## src/design/pad_ctrl_pkg.sv

```systemverilog
`default_nettype none
package pad_ctrl_pkg;

    // ---------------------------------------------------------------
    // Register map
    // ---------------------------------------------------------------
    localparam int NUM_REGS = 10;
    localparam int NUM_NIBBLES = 24;
    localparam int NUM_PINS = 96;
    localparam int PINS_PER_NIBBLE = 4;
    localparam int REG_W = 16;

    // Printed offsets are register indices; the byte address is four times the index.
    localparam logic [15:0] IDX_PORT0_LOW = 16'hF080;
    localparam logic [15:0] IDX_PORT0_HIGH = 16'hF082;
    localparam logic [15:0] IDX_PORT1_LOW = 16'hF084;
    localparam logic [15:0] IDX_PORT1_HIGH = 16'hF086;
    localparam logic [15:0] IDX_PORT2 = 16'hF088;
    localparam logic [15:0] IDX_PORT3 = 16'hF08A;
    localparam logic [15:0] IDX_PORT4 = 16'hF08C;
    localparam logic [15:0] IDX_PORT6 = 16'hF08E;
    localparam logic [15:0] IDX_PORT7 = 16'hF090;
    localparam logic [15:0] IDX_PORT8 = 16'hF092;

    localparam logic [15:0] REG_IDX [NUM_REGS] = '{
        IDX_PORT0_LOW, IDX_PORT0_HIGH, IDX_PORT1_LOW, IDX_PORT1_HIGH, IDX_PORT2,
        IDX_PORT3, IDX_PORT4, IDX_PORT6, IDX_PORT7, IDX_PORT8};

    // Implemented bits: 8-pin ports hold two nibble pairs, 16-pin ports four.
    localparam logic [15:0] MASK_8PIN = 16'h00FF;
    localparam logic [15:0] MASK_16PIN = 16'hFFFF;
    localparam logic [15:0] CTRL_RESET = 16'h0000;
    localparam int REG_PORT2 = 4;
    localparam int REG_PORT3 = 5;

    // Port 3 pin 14 has no pad; its control outputs stay low.
    localparam logic [NUM_PINS-1:0] PIN_IMPL_MASK = 96'hFFFF_FFFF_BFFF_FFFF_FFFF_FFFF;

    // ---------------------------------------------------------------
    // Field encodings
    // ---------------------------------------------------------------
    typedef enum logic [1:0] {
        EDGE_FAST = 2'b00,
        EDGE_SLOW = 2'b01,
        EDGE_RSVD2 = 2'b10,
        EDGE_RSVD3 = 2'b11
    } edge_rate_e;

    typedef enum logic [1:0] {
        DRIVE_MAX = 2'b00,
        DRIVE_DYNAMIC = 2'b01,
        DRIVE_REDUCED = 2'b10,
        DRIVE_RSVD = 2'b11
    } drive_strength_e;

    // One nibble pair: drive strength in the upper two bits, edge rate in the lower two.
    typedef struct packed {
        drive_strength_e nibble_drive_strength_field;
        edge_rate_e nibble_edge_rate_field;
    } nibble_ctrl_s;

    // Per-pin pad control handed to the analog pads.
    typedef struct packed {
        logic slow_edge;
        logic reduced_drive;
    } pad_ctrl_s;

    function automatic logic [15:0] reg_mask(input int r);
        reg_mask = (r == REG_PORT2 || r == REG_PORT3) ? MASK_16PIN : MASK_8PIN;
    endfunction : reg_mask

    // Maps a flat nibble number to its register; registers 4 and 5 hold four nibbles.
    function automatic int nib_reg(input int g);
        if (g < 8) begin
            nib_reg = g / 2;
        end else if (g < 16) begin
            nib_reg = REG_PORT2 + (g - 8) / 4;
        end else begin
            nib_reg = REG_PORT3 + 1 + (g - 16) / 2;
        end
    endfunction : nib_reg

    function automatic int nib_pos(input int g);
        if (g < 8) begin
            nib_pos = g % 2;
        end else if (g < 16) begin
            nib_pos = (g - 8) % 4;
        end else begin
            nib_pos = (g - 16) % 2;
        end
    endfunction : nib_pos

endpackage : pad_ctrl_pkg
`default_nettype wire

```

## src/design/nibble_pad_ctrl.sv

```systemverilog
`default_nettype none
module nibble_pad_ctrl
    import pad_ctrl_pkg::*;
#(
    parameter int PINS = 4
) (
    // Nibble field pair.
    input wire pad_ctrl_pkg::nibble_ctrl_s ctrl_i,
    // Pin driven value and sensed level.
    input wire logic [PINS-1:0] pin_out_i,
    input wire logic [PINS-1:0] pin_level_i,
    // Pad controls.
    output pad_ctrl_pkg::pad_ctrl_s [PINS-1:0] pad_o
);
    import pad_ctrl_pkg::*;

    // ---------------------------------------------------------------
    // Decode
    // ---------------------------------------------------------------
    // Reserved codes are stored but treated as the reset choice, so a stray write never
    // leaves a pad in an undefined state.
    wire slow_sel = (ctrl_i.nibble_edge_rate_field == EDGE_SLOW);
    wire dyn_sel = (ctrl_i.nibble_drive_strength_field == DRIVE_DYNAMIC);
    wire low_sel = (ctrl_i.nibble_drive_strength_field == DRIVE_REDUCED);

    // Dynamic mode drops to reduced strength once the pin has reached its target level.
    for (genvar p = 0; p < PINS; p++) begin : g_pin
        assign pad_o[p].slow_edge = slow_sel;
        assign pad_o[p].reduced_drive = low_sel ||
                                        (dyn_sel && (pin_level_i[p] == pin_out_i[p]));
    end

endmodule : nibble_pad_ctrl
`default_nettype wire

```

## src/design/pad_driver_control_regs.sv

```systemverilog
// Local design decision: register access over APB.
`default_nettype none
module pad_driver_control_regs
    import pad_ctrl_pkg::*;
(
    // Clock and reset.
    input wire logic ref_clk_i,
    input wire logic rst_i,
    // APB slave.
    input wire logic psel_i,
    input wire logic penable_i,
    input wire logic pwrite_i,
    input wire logic [31:0] paddr_i,
    input wire logic [31:0] pwdata_i,
    input wire logic [3:0] pstrb_i,
    output logic [31:0] prdata_o,
    output logic pready_o,
    output logic pslverr_o,
    // Pad side.
    input wire logic [pad_ctrl_pkg::NUM_PINS-1:0] pin_out_i,
    input wire logic [pad_ctrl_pkg::NUM_PINS-1:0] pin_level_i,
    output logic [pad_ctrl_pkg::NUM_PINS-1:0] pad_slow_edge_o,
    output logic [pad_ctrl_pkg::NUM_PINS-1:0] pad_reduced_drive_o
);
    import pad_ctrl_pkg::*;

    // ---------------------------------------------------------------
    // Address decode
    // ---------------------------------------------------------------
    logic [REG_W-1:0] ctrl_reg [NUM_REGS];
    logic [31:0] prdata_reg;
    logic [NUM_REGS-1:0] hit;
    logic [REG_W-1:0] rd_mux;
    logic [NUM_PINS-1:0] slow_reg;
    logic [NUM_PINS-1:0] reduced_reg;
    pad_ctrl_s [NUM_PINS-1:0] pad_next;

    // One hit line per register; the byte address is the index shifted up by two.
    for (genvar r = 0; r < NUM_REGS; r++) begin : g_dec
        assign hit[r] = (paddr_i == {14'h0000, REG_IDX[r], 2'b00});
    end

    wire mapped = |hit;
    wire setup_ph = psel_i && !penable_i;
    wire access_ph = psel_i && penable_i;
    wire wr_en = access_ph && pwrite_i && mapped;

    // Zero wait states: read data was captured in the setup cycle.
    assign pready_o = 1'b1;
    assign pslverr_o = access_ph && !mapped;
    assign prdata_o = prdata_reg;

    // Read mux; masking keeps unimplemented upper bits at zero.
    always_comb begin
        rd_mux = '0;
        for (int r = 0; r < NUM_REGS; r++) begin
            if (hit[r]) begin
                rd_mux = ctrl_reg[r] & reg_mask(r);
            end
        end
    end

    // ---------------------------------------------------------------
    // Control registers
    // ---------------------------------------------------------------
    // Byte lanes apply per strobe; the mask drops writes into bits with no field.
    for (genvar r = 0; r < NUM_REGS; r++) begin : g_reg
        wire [REG_W-1:0] lane_mask = {{8{pstrb_i[1]}}, {8{pstrb_i[0]}}} & reg_mask(r);
        always_ff @(posedge ref_clk_i) begin
            if (rst_i) begin
                ctrl_reg[r] <= CTRL_RESET;
            end else if (wr_en && hit[r]) begin
                ctrl_reg[r] <= (ctrl_reg[r] & ~lane_mask) |
                               (pwdata_i[REG_W-1:0] & lane_mask);
            end
        end
    end

    // Read data is taken at setup so it stands through the access cycle.
    always_ff @(posedge ref_clk_i) begin
        if (rst_i) begin
            prdata_reg <= 32'h0000_0000;
        end else if (setup_ph && !pwrite_i) begin
            prdata_reg <= {16'h0000, rd_mux};
        end
    end

    // ---------------------------------------------------------------
    // Pad control
    // ---------------------------------------------------------------
    // Each nibble pair is sliced out of its register at bit 4*position.
    for (genvar g = 0; g < NUM_NIBBLES; g++) begin : g_nib
        localparam int RI = nib_reg(g);
        localparam int LSB = PINS_PER_NIBBLE * nib_pos(g);
        localparam int PB = PINS_PER_NIBBLE * g;
        nibble_ctrl_s nib;
        assign nib = ctrl_reg[RI][LSB+3:LSB];
        nibble_pad_ctrl #(
            .PINS(PINS_PER_NIBBLE)
        ) u_nib (
            .ctrl_i(nib),
            .pin_out_i(pin_out_i[PB+3:PB]),
            .pin_level_i(pin_level_i[PB+3:PB]),
            .pad_o(pad_next[PB+3:PB])
        );
    end

    // Pad controls are registered, so the dynamic drop lags the pin level by a cycle.
    always_ff @(posedge ref_clk_i) begin
        if (rst_i) begin
            slow_reg <= '0;
            reduced_reg <= '0;
        end else begin
            for (int p = 0; p < NUM_PINS; p++) begin
                slow_reg[p] <= pad_next[p].slow_edge && PIN_IMPL_MASK[p];
                reduced_reg[p] <= pad_next[p].reduced_drive && PIN_IMPL_MASK[p];
            end
        end
    end

    assign pad_slow_edge_o = slow_reg;
    assign pad_reduced_drive_o = reduced_reg;
endmodule : pad_driver_control_regs
`default_nettype wire

```

## config.mk

```make
export PLATFORM = sky130hd
export DESIGN_NAME = pad_driver_control_regs
export DESIGN_NICKNAME = d
export VERILOG_FILES = /design/src/design/pad_ctrl_pkg.sv /design/src/design/nibble_pad_ctrl.sv /design/src/design/pad_driver_control_regs.sv
export SDC_FILE = /design/constraint.sdc
export NUM_CORES = 1
export LEC_CHECK = 0
export BUFFER_PORTS_ARGS = -buffer_cell sky130_fd_sc_hd__buf_2
export CORE_UTILIZATION = 40
export CTS_CLUSTER_DIAMETER = 30
export DETAILED_ROUTE_END_ITERATION = 10
export GPL_ROUTABILITY_DRIVEN = 0
export GPL_TIMING_DRIVEN = 1
export PLACE_DENSITY = 0.66
export SYNTH_ARGS = -nofsm -noshare
export SYNTH_HDL_FRONTEND = slang
export SYNTH_HIERARCHICAL = 1
export SYNTH_SLANG_ARGS = --single-unit
```

## constraint.sdc

```tcl
create_clock -name ref_clk_i -period 6.3 [get_ports ref_clk_i]
set_input_delay 1.26 -clock ref_clk_i [delete_from_list [all_inputs] [get_ports ref_clk_i]]
set_output_delay 1.26 -clock ref_clk_i [all_outputs]
set_load 0.02 [all_outputs]
```

# After elaboration in Yosys (flattened, before gate mapping)
# Memory sizes are Yosys's and may differ from the RTL's.
# Cells that the tools add are included.
# totals
mem_bits_rw	160
input_bits	265
n_memories	1
out_inout_bits	226
word_cells	479
reg_bits	205
# mem_list
name	depth	width	read_ports	rd_ports_with_merged_regs	wr	line_no	text
ctrl_reg	10	16	10	0	10	pad_driver_control_regs.sv:30	logic [REG_W-1:0] ctrl_reg [NUM_REGS];
# op_classes
n_reduce_logical	210
n_eq_ne	177
bitwise_logic	34
mux	52
# ops
operator	count
$eq A32 B18 Y1 const B	10
$mux W16	16
$and A16 B16 Y16	11
$or A16 B16 Y16	10
$logic_and A1 B1 Y1	111
$eq A2 B1 Y1 const B	48
$eq A1 B1 Y1	95
$logic_or A1 B1 Y1	95
$eq A2 B2 Y1 const B	24
$mux W1	32
$mux W8	4
$and A16 B8 Y16	1
$not A16 Y16	1
$not A8 Y16	1
$or A1 B1 Y1	10
$reduce_or A10 Y1	1
$logic_not A1 Y1	3

# Logic depth before layout (Yosys ltp)
# logic_depth
ltp_word	11
ltp_mapped	9
depth_no_buf	6

# Modules after synthesis
# The synthesis kept the hierarchy.
# by_module_without_submodules
mod	area_each_um2	cells_per_inst	seq_area_each_um2	n_inst
pad_driver_control_regs	11324.6	1015	7006.7	1
nibble_pad_ctrl	111.4	15	0.0	24

# Least setup slack after synthesis
# No wires, ideal clock.
# synth_path
kind	input to output
startpoint	input paddr_i[22]
endpoint	output pslverr_o
t_required_ps	5040
path_stages	8
path_slack_ps	1870
arrival_time_ps	3170
cell_sequence	or4_4 -> buf_6 -> or2_1 -> buf_6 -> buf_4 -> nor3_1 -> nand2_1 -> and3_1
# synth_via
elab_chain_len	4
# synth_lines
item	line_no	text
start: declaration	pad_driver_control_regs.sv:13	input wire logic [31:0] paddr_i,
$eq A32 B18 Y1	pad_driver_control_regs.sv:40	assign hit[r] = (paddr_i == {14'h0000, REG_IDX[r], 2'b00});
$reduce_or A10 Y1 (*)	pad_driver_control_regs.sv:43	wire mapped = |hit;
$logic_not A1 Y1 (*)	pad_driver_control_regs.sv:50	assign pslverr_o = access_ph && !mapped;
$logic_and A1 B1 Y1 (*)	pad_driver_control_regs.sv:50	
end: declaration	pad_driver_control_regs.sv:18	output logic pslverr_o,
# Mark *: on every way between the ends. The rest lies on a longest branch, timed or not.

# Worst setup path in the final report
# layout_path
startpoint	input paddr_i[23]
endpoint	output pslverr_o
# Same word-level chain as after synthesis.

==> results.ini <==
[layout]
fin_cells = 2246
final_cell_mix = buf_2 (450), nor2b_1 (214), dfxtp_1 (206)
largest_register_ffs = 96
area_growth_pct = 28.6
final_common_cell = buf_2
post-route-util_pct = 52.2
finish.instance_area_sq_um = 18000
final_layout_size_suffix_gt1_share_pct = 34.0
final_nets = 2001

[clocking]
tritoncts.num_buffers = 60
cts-hold-fix-buffers = 0
cts.sinks = 302
post_cts_resized = 0
cts-root-buf = clkbuf_16
cts_max_path_buffers = 3
clock_latency_ps = 610
cts_tree = yes
path_clk_slew_ps = 50
htree_levels = 2
postCtsSetupRepairBufs = 0

[sta]
fin_ws_ps = 1390
period_minus_slack_ps = 4910
timing.setup.tns_ps = 0
max_clock_freq_mhz = 204
final_hold_viol_count = 0
slew_headroom_pct = 24.6
setup_viol = 0
rsz0062_at_grt = false
slew_violations = 0
timing.final.crit_share_pct = 77.9
fin_worst_skew_ps = 29.2
tightest_slew_ps = 1130

[setup_path]
required_ps = 5040
crit_fanout = 19
cp-end-kind = primary output
crit_path_start = paddr_i[23]
path_class = in -> out
critPathLaunchType = primary input
r2r_start = ctrl_reg[0][6]
worstPathArrival_ps = 3650

[yosys]
synth_cells = 1372
synth_area_sq_um = 14000
syn_area_per_cell_sq_um = 10.2
yosys_warnings = 6

[die]
die_w_um = 189
fp.dieH_um = 189
start_util_pct = 40.6
die_area_sq_um = 35700
io_pins = 491
core_area_sq_um = 34500
fp-row-count = 68

[global_routing]
antenna_found_initial = 5
grt_pass1_vias = 10400
track_usage_pct = 21.1
grt_max_degree = 86
grt_pass1_wl_um = 58200
grt_overflow_total = 0

[placed_design]
placed_area_sq_um = 15800
hpwl_um = 28700
io_buffers = 451
place_ws_ps = 1420
post-place-cells = 2129

[route]
vias = 11100
finalWirelength_um = 39000
drtIter0Drc = 726
wire_per_inst_um = 17.4
drc = 0
postRouteAntennaNets = 0
first_pass_iters = 5
vias_per_cell = 4.94

[outcome]
status = completed

[worst_hold_path]
hp-start = prdata_o[4]
hp-class = reg -> reg

[pwr]
leakage_nw = 7.93
peakVddDrop_uv = 217
p_per_area_nw_per_um2 = 326

[job]
maxCapViolCount = 0

[where the power goes]
| part | switching, mW | internal [mW] | total, mW |
|---|---|---|---|
| Combinational | 0.300 | 0.211 | 0.511 |
| Sequential | 0.0523 | 2.10 | 2.15 |
| Clock | 1.14 | 2.05 | 3.19 |
[worst max-delay path, cell delays in order]
cell	delay [ps]
buf_2	90
or4_1	650
or2_1	560
nor3_1	530
nand2_1	170
and3_1	210
buf_2	160
[area by class of cell]
type                            instances  area, sq um
Fill cell                            3173        16500
Clock buffer                           80         1720
Inverter                                5         18.8
Clock inverter                         34          418
Antenna cell                            3         7.51
Sequential cell                       302         7010
Timing Repair Buffer                  458         2320
Multi-Input combinational cell        909         5920
Tap cell                              455          569
[worst paths after layout]
path,to,slack [ps],cells after the start
hold reg to reg,prdata_o[4],510,2
setup reg to reg,prdata_o[6],4730,4
hold / removal,prdata_o[4],510,2
setup / recovery,pslverr_o,1390,7
[stage by stage]
step,total power [mW],hold WS [ps]
after global placement,2.69,487
after CTS,5.91,513
final,5.85,512
after global routing,6.06,529
after detailed placement,2.70,504
after floorplan,2.52,522
[routing by layer]
metal  wire (um)  vias up  global-route usage, %
met5           8        -                      0
met4        1090        2                   7.79
met3        2960       88                   4.63
met2       19500      544                   37.0
met1       15400     5141                   25.2
li1            -     5317                      -
Power figures use the tool's default switching activity.
